### config.mk
export PLATFORM = sky130hd
export DESIGN_NAME = ocl_top
export DESIGN_NICKNAME = d
export VERILOG_FILES = /design/src/design/ocl_fifo.v /design/src/design/ocl_top.v
export VERILOG_INCLUDE_DIRS = /design/src /design/src/design
export SDC_FILE = /design/constraint.sdc
export NUM_CORES = 2
export LEC_CHECK = 0
export BUFFER_PORTS_ARGS = -buffer_cell sky130_fd_sc_hd__buf_2
export CORE_MARGIN = 8
export CORE_UTILIZATION = 25
export DETAILED_ROUTE_END_ITERATION = 10
export MAX_ROUTING_LAYER = met4
export PLACE_DENSITY = 0.45
export SKIP_CTS_REPAIR_TIMING = 1
export SYNTH_ARGS = -nofsm -noshare
export SYNTH_HDL_FRONTEND = slang
export SYNTH_SLANG_ARGS = --single-unit
### constraint.sdc
create_clock -name i_core_clk -period 475.2 [get_ports i_core_clk]
set_input_delay 23.76 -clock i_core_clk [delete_from_list [all_inputs] [get_ports i_core_clk]]
set_output_delay 23.76 -clock i_core_clk [all_outputs]
set_load 0.01 [all_outputs]
### src/design/ocl_defs.vh
/*
  Constants for the output compressor/limiter: channel count, setting
  encodings, reset values and the attack/release timing figures.
  Assumes the core clock runs at 100 MHz and one audio sample is
  presented per i_smp_valid strobe.
*/
`ifndef OCL_DEFS_VH
`define OCL_DEFS_VH

`define OCL_NCH 6
`define OCL_SMP_W 24
`define OCL_CH_W 3

// Speed setting codes
`define OCL_SPD_FAST 2'h0
`define OCL_SPD_NORM 2'h1
`define OCL_SPD_SLOW 2'h2
`define OCL_SPD_RST `OCL_SPD_NORM

// Ratio setting: 0 is limiting, 1..15 index the finite ratio table
`define OCL_RATIO_W 4
`define OCL_RATIO_LIM 4'h0
`define OCL_RATIO_RST `OCL_RATIO_LIM

// Threshold: 0 means off (bypass); otherwise a magnitude level
`define OCL_THR_W 16
`define OCL_THR_OFF 16'h0000
`define OCL_THR_RST `OCL_THR_OFF

// Audio sample rate assumed for coefficient derivation, in Hz
`define OCL_FS_HZ 48000
// Attack and release times in microseconds
`define OCL_FAST_ATK_US 1000
`define OCL_FAST_REL_US 10000
`define OCL_NORM_ATK_US 8000
`define OCL_NORM_REL_US 80000
`define OCL_SLOW_ATK_US 45000
`define OCL_SLOW_REL_US 450000

// Limiting leaks 1/64 of the overshoot to avoid hard clipping
`define OCL_LIM_LEAK_SH 6
// Gain unity in Q1.15
`define OCL_UNITY 16'h8000

`define OCL_FIFO_DEPTH 16
`define OCL_FIFO_AW 4

`endif

### src/design/ocl_fifo.v
/*
  Synchronous FIFO with valid/ready on both sides; read data registered.
  Assumes one clock and a synchronous active-low reset.
*/
`timescale 1ns/1ps
module ocl_fifo #(
  parameter WIDTH = 27,
  parameter DEPTH = 16,
  parameter AW = 4
) (
  input wire i_core_clk,
  input wire i_rst_n,
  input wire i_in_valid,
  output wire o_in_ready,
  input wire [WIDTH-1:0] i_in_data,
  output reg o_out_valid,
  input wire i_out_ready,
  output reg [WIDTH-1:0] o_out_data
);
  reg [WIDTH-1:0] mem [0:DEPTH-1];
  reg [AW-1:0] wr_ptr;
  reg [AW-1:0] rd_ptr;
  reg [AW:0] count;
  wire push;
  wire pop;
  wire out_free;

  // Output register refills whenever it is empty or being taken
  assign out_free = !o_out_valid || i_out_ready;
  assign o_in_ready = (count != DEPTH[AW:0]);
  assign push = i_in_valid && o_in_ready;
  assign pop = out_free && (count != {(AW+1){1'b0}});

  always @(posedge i_core_clk) begin
    if (push) begin
      mem[wr_ptr] <= i_in_data;
    end
  end

  // Pointer and count bookkeeping
  always @(posedge i_core_clk) begin
    if (!i_rst_n) begin
      wr_ptr <= {AW{1'b0}};
      rd_ptr <= {AW{1'b0}};
      count <= {(AW+1){1'b0}};
      o_out_valid <= 1'b0;
      o_out_data <= {WIDTH{1'b0}};
    end else begin
      if (push) begin
        wr_ptr <= wr_ptr + 1'b1;
      end
      if (pop) begin
        rd_ptr <= rd_ptr + 1'b1;
        o_out_data <= mem[rd_ptr];
      end
      if (push && !pop) begin
        count <= count + 1'b1;
      end else if (pop && !push) begin
        count <= count - 1'b1;
      end
      if (pop) begin
        o_out_valid <= 1'b1;
      end else if (i_out_ready) begin
        o_out_valid <= 1'b0;
      end
    end
  end
endmodule // ocl_fifo

### src/design/ocl_top.v
/*
  Six-channel output compressor/limiter. Samples arrive tagged with a
  channel number, pass a 16-word FIFO, and are gain-scaled per channel.
  Settings are written through a plain strobe port with optional pair
  ganging. Assumes a single core clock, synchronous active-low reset and
  an upstream source in the same clock domain.
*/
`timescale 1ns/1ps
`include "ocl_defs.vh"

// Contract
// - Six channels hold independent settings
// - Three speeds; normal after reset
// - Fast: attack 1 ms, release 10 ms
// - Normal: attack 8 ms, release 80 ms
// - Slow: attack 45 ms, release 450 ms
// - Ratio resets to limiting, infinite ratio
// - Limiting leaks slight overshoot, no clipping
// - Finite ratios from 20.0 down to 1.1
// - N dB above threshold gives 1 dB; code uses linear out = thr + (env-thr)/N
// - Threshold resets off; off means bypass
// - Below threshold gain stays unchanged; code releases gain back toward unity
// - Separate input/output ganging applies to pairs
module ocl_top (
  input wire i_core_clk,
  input wire i_rst_n,
  input wire i_smp_valid,
  output wire o_smp_ready,
  input wire [2:0] i_smp_ch,
  input wire signed [23:0] i_smp_data,
  output reg o_out_valid,
  input wire i_out_ready,
  output reg [2:0] o_out_ch,
  output reg signed [23:0] o_out_data,
  input wire i_cfg_wr,
  input wire [2:0] i_cfg_ch,
  input wire [1:0] i_cfg_speed,
  input wire [3:0] i_cfg_ratio,
  input wire [15:0] i_cfg_thr,
  input wire i_out_gang,
  input wire i_in_gang,
  output wire o_in_gang_active,
  input wire [2:0] i_rd_ch,
  output reg [15:0] o_rd_gain,
  output reg [15:0] o_rd_env
);
  localparam ST_IDLE = 2'h0;
  localparam ST_CALC = 2'h1;
  localparam ST_OUT = 2'h2;

  // Coefficients as right-shift amounts: alpha ~ 2^-sh, sh ~ log2(t*fs)
  // Shifts are powers of two, so each time is met only to within a factor of two
  localparam integer FAST_ATK_SMP = (`OCL_FAST_ATK_US * (`OCL_FS_HZ / 1000)) / 1000;
  localparam integer FAST_REL_SMP = (`OCL_FAST_REL_US * (`OCL_FS_HZ / 1000)) / 1000;
  localparam integer NORM_ATK_SMP = (`OCL_NORM_ATK_US * (`OCL_FS_HZ / 1000)) / 1000;
  localparam integer NORM_REL_SMP = (`OCL_NORM_REL_US * (`OCL_FS_HZ / 1000)) / 1000;
  localparam integer SLOW_ATK_SMP = (`OCL_SLOW_ATK_US * (`OCL_FS_HZ / 1000)) / 1000;
  localparam integer SLOW_REL_SMP = (`OCL_SLOW_REL_US * (`OCL_FS_HZ / 1000)) / 1000;

  // Per-channel settings and state
  reg [1:0] speed [0:`OCL_NCH-1];
  reg [3:0] ratio [0:`OCL_NCH-1];
  reg [15:0] thr [0:`OCL_NCH-1];
  reg [15:0] gain [0:`OCL_NCH-1];
  reg [15:0] env [0:`OCL_NCH-1];

  reg [1:0] state;
  reg [2:0] cur_ch;
  reg signed [23:0] cur_smp;
  reg [15:0] tgt_gain;
  wire fifo_valid;
  wire fifo_ready;
  wire [26:0] fifo_data;
  integer k;

  // Threshold off means bypass; decoded once per channel and shared by
  // the gain computation and the output stage
  wire [`OCL_NCH-1:0] ch_bypass;
  genvar gi;
  generate
    for (gi = 0; gi < `OCL_NCH; gi = gi + 1) begin : g_bypass
      assign ch_bypass[gi] = (thr[gi] == `OCL_THR_OFF);
    end
  endgenerate

  // Input gang only affects the input section; reported for visibility
  assign o_in_gang_active = i_in_gang;

  ocl_fifo #(
    .WIDTH(27),
    .DEPTH(`OCL_FIFO_DEPTH),
    .AW(`OCL_FIFO_AW)
  ) u_fifo (
    .i_core_clk(i_core_clk),
    .i_rst_n(i_rst_n),
    .i_in_valid(i_smp_valid),
    .o_in_ready(o_smp_ready),
    .i_in_data({i_smp_ch, i_smp_data}),
    .o_out_valid(fifo_valid),
    .i_out_ready(fifo_ready),
    .o_out_data(fifo_data)
  );

  // The FIFO is drained only while the pipeline is idle, so a stalled
  // converter fills the FIFO instead of losing samples
  assign fifo_ready = (state == ST_IDLE);

  // Shift for first-order smoothing from sample count
  function [3:0] log2_sh;
    input integer n;
    integer t;
    begin
      log2_sh = 4'h0;
      for (t = 1; t < 16; t = t + 1) begin
        if ((1 << t) <= n) begin
          log2_sh = t[3:0];
        end
      end
    end
  endfunction

  function [3:0] atk_shift;
    input [1:0] spd;
    begin
      case (spd)
        `OCL_SPD_FAST: atk_shift = log2_sh(FAST_ATK_SMP);
        `OCL_SPD_SLOW: atk_shift = log2_sh(SLOW_ATK_SMP);
        default: atk_shift = log2_sh(NORM_ATK_SMP);
      endcase
    end
  endfunction

  function [3:0] rel_shift;
    input [1:0] spd;
    begin
      case (spd)
        `OCL_SPD_FAST: rel_shift = log2_sh(FAST_REL_SMP);
        `OCL_SPD_SLOW: rel_shift = log2_sh(SLOW_REL_SMP);
        default: rel_shift = log2_sh(NORM_REL_SMP);
      endcase
    end
  endfunction

  // Finite ratio table in Q8.8, index 1 = 20.0 down to index 15 = 1.1
  function [15:0] ratio_q8;
    input [3:0] idx;
    begin
      case (idx)
        4'h1: ratio_q8 = 16'h1400;
        4'h2: ratio_q8 = 16'h1000;
        4'h3: ratio_q8 = 16'h0C00;
        4'h4: ratio_q8 = 16'h0A00;
        4'h5: ratio_q8 = 16'h0800;
        4'h6: ratio_q8 = 16'h0600;
        4'h7: ratio_q8 = 16'h0500;
        4'h8: ratio_q8 = 16'h0400;
        4'h9: ratio_q8 = 16'h0300;
        4'hA: ratio_q8 = 16'h0280;
        4'hB: ratio_q8 = 16'h0200;
        4'hC: ratio_q8 = 16'h0180;
        4'hD: ratio_q8 = 16'h0140;
        4'hE: ratio_q8 = 16'h0120;
        default: ratio_q8 = 16'h011A; // 1.1
      endcase
    end
  endfunction

  // Channel numbers 6 and 7 do not exist; every channel decode goes
  // through here so the rule lives in one place
  function ch_ok;
    input [2:0] ch;
    begin
      ch_ok = (ch < `OCL_NCH);
    end
  endfunction

  // Target gain from envelope and settings. Uses a linear-domain
  // approximation: out = thr + (env-thr)/N, gain = out/env. Cheaper than
  // a log converter and accurate near the threshold, which is where it
  // matters most.
  reg [31:0] over;
  reg [31:0] out_lvl;
  reg [31:0] quo;
  always @* begin
    over = 32'h0000_0000;
    out_lvl = 32'h0000_0000;
    quo = 32'h0000_0000;
    tgt_gain = `OCL_UNITY;
    if (ch_bypass[cur_ch]) begin
      tgt_gain = `OCL_UNITY;
    end else if (env[cur_ch] <= thr[cur_ch]) begin
      tgt_gain = `OCL_UNITY;
    end else begin
      over = {16'h0000, env[cur_ch] - thr[cur_ch]};
      if (ratio[cur_ch] == `OCL_RATIO_LIM) begin
        out_lvl = {16'h0000, thr[cur_ch]} + (over >> `OCL_LIM_LEAK_SH);
      end else begin
        out_lvl = {16'h0000, thr[cur_ch]} +
          ((over << 8) / {16'h0000, ratio_q8(ratio[cur_ch])});
      end
      quo = (out_lvl << 15) / {16'h0000, env[cur_ch]};
      tgt_gain = (quo > 32'h0000_8000) ? `OCL_UNITY : quo[15:0];
    end
  end

  // Sample magnitude, top 16 bits
  // The most negative sample maps to the largest magnitude; it only feeds
  // the envelope (compared and loaded), never fed back as output data
  wire [23:0] mag = cur_smp[23] ? (~cur_smp + 24'h00_0001) : cur_smp;

  // Settings writes with output pair ganging
  // A write to a missing channel is dropped so no real channel is hit by mistake
  always @(posedge i_core_clk) begin
    if (!i_rst_n) begin
      for (k = 0; k < `OCL_NCH; k = k + 1) begin
        speed[k] <= `OCL_SPD_RST;
        ratio[k] <= `OCL_RATIO_RST;
        thr[k] <= `OCL_THR_RST;
      end
    end else if (i_cfg_wr && ch_ok(i_cfg_ch)) begin
      for (k = 0; k < `OCL_NCH; k = k + 1) begin
        if ((k == i_cfg_ch) || (i_out_gang && ((k >> 1) == (i_cfg_ch >> 1)))) begin
          speed[k] <= (i_cfg_speed > `OCL_SPD_SLOW) ? `OCL_SPD_NORM : i_cfg_speed;
          ratio[k] <= i_cfg_ratio;
          thr[k] <= i_cfg_thr;
        end
      end
    end
  end

  // Full-width product: 24-bit sample times 17-bit non-negative gain
  wire signed [40:0] prod;
  assign prod = cur_smp * $signed({1'b0, gain[cur_ch]});

  // Per-sample pipeline: take, detect and smooth, apply
  always @(posedge i_core_clk) begin
    if (!i_rst_n) begin
      state <= ST_IDLE;
      cur_ch <= 3'h0;
      cur_smp <= 24'h00_0000;
      o_out_valid <= 1'b0;
      o_out_ch <= 3'h0;
      o_out_data <= 24'h00_0000;
      for (k = 0; k < `OCL_NCH; k = k + 1) begin
        gain[k] <= `OCL_UNITY;
        env[k] <= 16'h0000;
      end
    end else begin
      case (state)
        ST_IDLE: begin
          if (fifo_valid) begin
            cur_ch <= ch_ok(fifo_data[26:24]) ? fifo_data[26:24] : 3'h0;
            cur_smp <= fifo_data[23:0];
            state <= ST_CALC;
          end
        end
        ST_CALC: begin
          // Peak detector then smoothing toward target, once per sample
          if (mag[23:8] > env[cur_ch]) begin
            env[cur_ch] <= mag[23:8];
          end else begin
            env[cur_ch] <= env[cur_ch] - (env[cur_ch] >> rel_shift(speed[cur_ch]));
          end
          // The extra one-step nudge lets the gain land on its target
          // instead of creeping toward it forever
          if (tgt_gain < gain[cur_ch]) begin
            gain[cur_ch] <= gain[cur_ch] -
              ((gain[cur_ch] - tgt_gain) >> atk_shift(speed[cur_ch])) - 16'h0001;
          end else if (tgt_gain > gain[cur_ch]) begin
            gain[cur_ch] <= gain[cur_ch] +
              (((tgt_gain - gain[cur_ch]) >> rel_shift(speed[cur_ch])) | 16'h0001);
          end
          state <= ST_OUT;
        end
        ST_OUT: begin
          if (!o_out_valid || i_out_ready) begin
            o_out_ch <= cur_ch;
            // Bypass passes the sample untouched, not through the multiplier
            o_out_data <= ch_bypass[cur_ch] ? cur_smp : prod[38:15];
            o_out_valid <= 1'b1;
            state <= ST_IDLE;
          end
        end
        default: state <= ST_IDLE;
      endcase
      if (o_out_valid && i_out_ready && !(state == ST_OUT)) begin
        o_out_valid <= 1'b0;
      end
    end
  end

  // Status readback, one cycle behind i_rd_ch; missing channels read as
  // zero so they cannot be mistaken for a live channel at unity gain
  always @(posedge i_core_clk) begin
    if (!i_rst_n) begin
      o_rd_gain <= `OCL_UNITY;
      o_rd_env <= 16'h0000;
    end else begin
      o_rd_gain <= ch_ok(i_rd_ch) ? gain[i_rd_ch] : 16'h0000;
      o_rd_env <= ch_ok(i_rd_ch) ? env[i_rd_ch] : 16'h0000;
    end
  end
endmodule // ocl_top

==> out/summary.txt <==
status - finished clean
critical path arrival - 194.94 ns
fin. max-slew vios - 0
antenna violations before repair - 29
share of cells above drive strength 1 - 0.101
final cycle utilization of the critical path - 0.409
Slew @ Worst Pin - 1.24 ns
xor and xnor fraction of the mapped netlist area - 0.0478
Synth Area in Simple Gates - 0.188
CTS Buf Count - 96
worst skew pair latency - 0.71 ns
critical path's slowest cell - a2111oi_0
clock tree sinks - 953
CTS tree - done
Worst Path Required - 475.64 ns
DR iter-0 viols - 6,060
fmax - 0.00514 GHz
share of the synthesized area in the top cell type - 0.240
global-route usage over all layers - 0.164
reg2reg path depth - 866
ANT nets after route - 0
htree depth - 3
Area Overhead vs Synth - 10.5%
critical path peak fanout - 41
Setup-failing EPs final - 0
Horiz. Die Dim - 656 microns
Placer Congestion - 0.884
Compound-Gate Fraction of Synth Area - 0.185
WHS - 0.465 ns
Pre-antenna DRT Iters - 7
Routed WL - 357,000 microns
EDFF count, synth - 820
synthesized flop and latch total - 953
WL/cell - 21.2 microns
Setup crit start kind - register
largest net degree at the start of global routing - 73
top-count cell post-synth - nand2_1
CP dominant cell by count - a21oi_1
IO Port Bufs - 121
mux cell area share after synthesis - 0.0890
via-per-instance ratio - 5.09
Main synth FF type - edfxtp_1
setup ws final - 280.71 ns
core area - 409,000 sq um
die extent in y - 656 microns
Critical Path Sink - gain[5][15]$_DFFE_PP_
Hold WC Path Type - register to register
min Tclk post-route - 194.49 ns
RR Endpoint - gain[5][15]$_DFFE_PP_
CTS max path bufs - 3
row count - 235
Die ar. - 431,000 sq um
asr flop ratio synth - 0
total number of vias - 85,600
Mean Syn Cell Area - 9.07 sq um
Worst-path clk slew - 0.06 ns
RSZ-0062 raised after global routing - no
pre-CTS setup slack - 282.27 ns
CP Capture Type - register
synthesized area - 103,000 sq um
clk_skew - 0.0621 ns
nets - 12,600
synth unique cells - 138
final setup TNS - 0 ns
Slew HR - 0.169
dpl hpwl - 267,000 microns
R2R Setup Slk - 280.71 ns
first-pass GRT wire length - 539,000 microns
Post-route DRC - 0
GR Overflow Total - 0
Max Cap Violations - 0
Fin. Hold Viols - 0
Adder-Cell Fraction of Synth Area - 0.177
post-synthesis cell count - 11,300
I/O pins - 124
number of global-route vias before repair - 85,100
largest family of logic cells by synthesized area - simple AND/OR/NAND/NOR gates
Root Buffer - clkbuf_16
Crit path largest cell delay - 0.87 ns
Initial Util - 0.251
Synth area leaders - edfxtp_1 24%, ha_1 10%, fa_1 7.2%
YS warnings - 0
sequential cell area fraction in the yosys report - 0.266
cell accounting for the most synthesized area - edfxtp_1
critical path class - register to register
top cells by count, synth - 1,046 x nand2_1, 1,022 x nor2_1, 858 x ha_1
-- worst min path at each step --
stage,start,to,slack [ns],depth (start not counted)
floorplan,u_fifo.o_out_data[0]$_SDFFE_PN0P_,cur_smp[0]$_SDFFE_PN0P_,0.44,2
global placement,u_fifo.o_out_data[22]$_SDFFE_PN0P_,cur_smp[22]$_SDFFE_PN0P_,0.45,2
detailed placement,u_fifo.o_out_data[1]$_SDFFE_PN0P_,u_fifo.o_out_data[1]$_SDFFE_PN0P_,0.46,2
CTS,u_fifo.o_out_data[15]$_SDFFE_PN0P_,cur_smp[15]$_SDFFE_PN0P_,0.47,2
global route,u_fifo.o_out_data[12]$_SDFFE_PN0P_,u_fifo.o_out_data[12]$_SDFFE_PN0P_,0.48,2
finish,u_fifo.o_out_data[13]$_SDFFE_PN0P_,cur_smp[13]$_SDFFE_PN0P_,0.46,2
-- cell usage in the layout (no fill, tap or decap), types with 119 or more instances in the layout --
cell type / instances
xor2_1: 174
a21o_1: 242
xnor2_1: 381
buf_2: 119
edfxtp_1: 820
and2_1: 284
nor2b_1: 216
nor3_1: 375
fa_1: 371
inv_1: 806
dfxtp_1: 126
o31ai_1: 144
mux2i_1: 123
nand3_1: 152
o21a_1: 294
ha_1: 858
mux2_2: 169
nor2_1: 1000
buf_4: 180
nand2b_1: 150
o21bai_1: 147
o21ai_0: 438
nand4_1: 130
mux4_2: 252
nand2_1: 1044
a21oi_1: 725
-- per-stage QoR --
stage               cell area [sq um]   util  instances
CTS                            113000  0.277      16800
floorplan                      103000      -      11300
detailed placement             110000  0.269      16600
global placement               110000  0.269      16600
finish                         113000  0.277      16800
global route                   113000  0.277      16800
-- registers in the layout, indices dropped and copies added (netlist names), 24 cells and up, named ones only --
name / count
o_out_data: 24
u_fifo.mem: 432
thr: 96
u_fifo.o_out_data: 27
env: 128
ratio: 24
cur_smp: 24
gain: 128
-- layout make-up --
type	count	area, sq um
Clock buffer	134	2690
Tap cell	5451	6820
Inverter	814	3060
Sequential cell	953	27300
Antenna cell	19	47.5
Fill cell	43800	296000
Clock inverter	43	413
Timing Repair Buffer	300	1960
Multi-Input combinational cell	9126	71100
-- critical path, delay by kind of cell, from the launching register on --
family	cells	cell delay, ns
AO/OA/AOI/OAI	551	112.10
XOR/XNOR	6	1.07
adder cells (fa/ha/maj)	68	22.22
buffers and inverters	41	9.36
flip-flops	1	0.55
multiplexers	17	5.40
AND/OR/NAND/NOR	223	51.50
-- per-layer routing --
metal / GRT usage / share of wire / vias up
li1: - / - / 41300
met1: 0.209 / 0.45 / 42100
met2: 0.283 / 0.49 / 1804
met3: 0.0137 / 0.034 / 415
met4: 0.0335 / 0.023 / 0
met5: - / 0 / -
-- cell families after synthesis --
group | Yosys count
AOI/OAI and AO/OA | 2834
and+or+nand+nor | 3920
other | 2
DFF | 953
muxes | 573
buffers and inverters | 1242
adders and majority gates | 1230
xor gates and xnor gates | 557
Power is not shown: default switching activity piles up to over one toggle a cycle in this logic, so the estimate is an artifact.
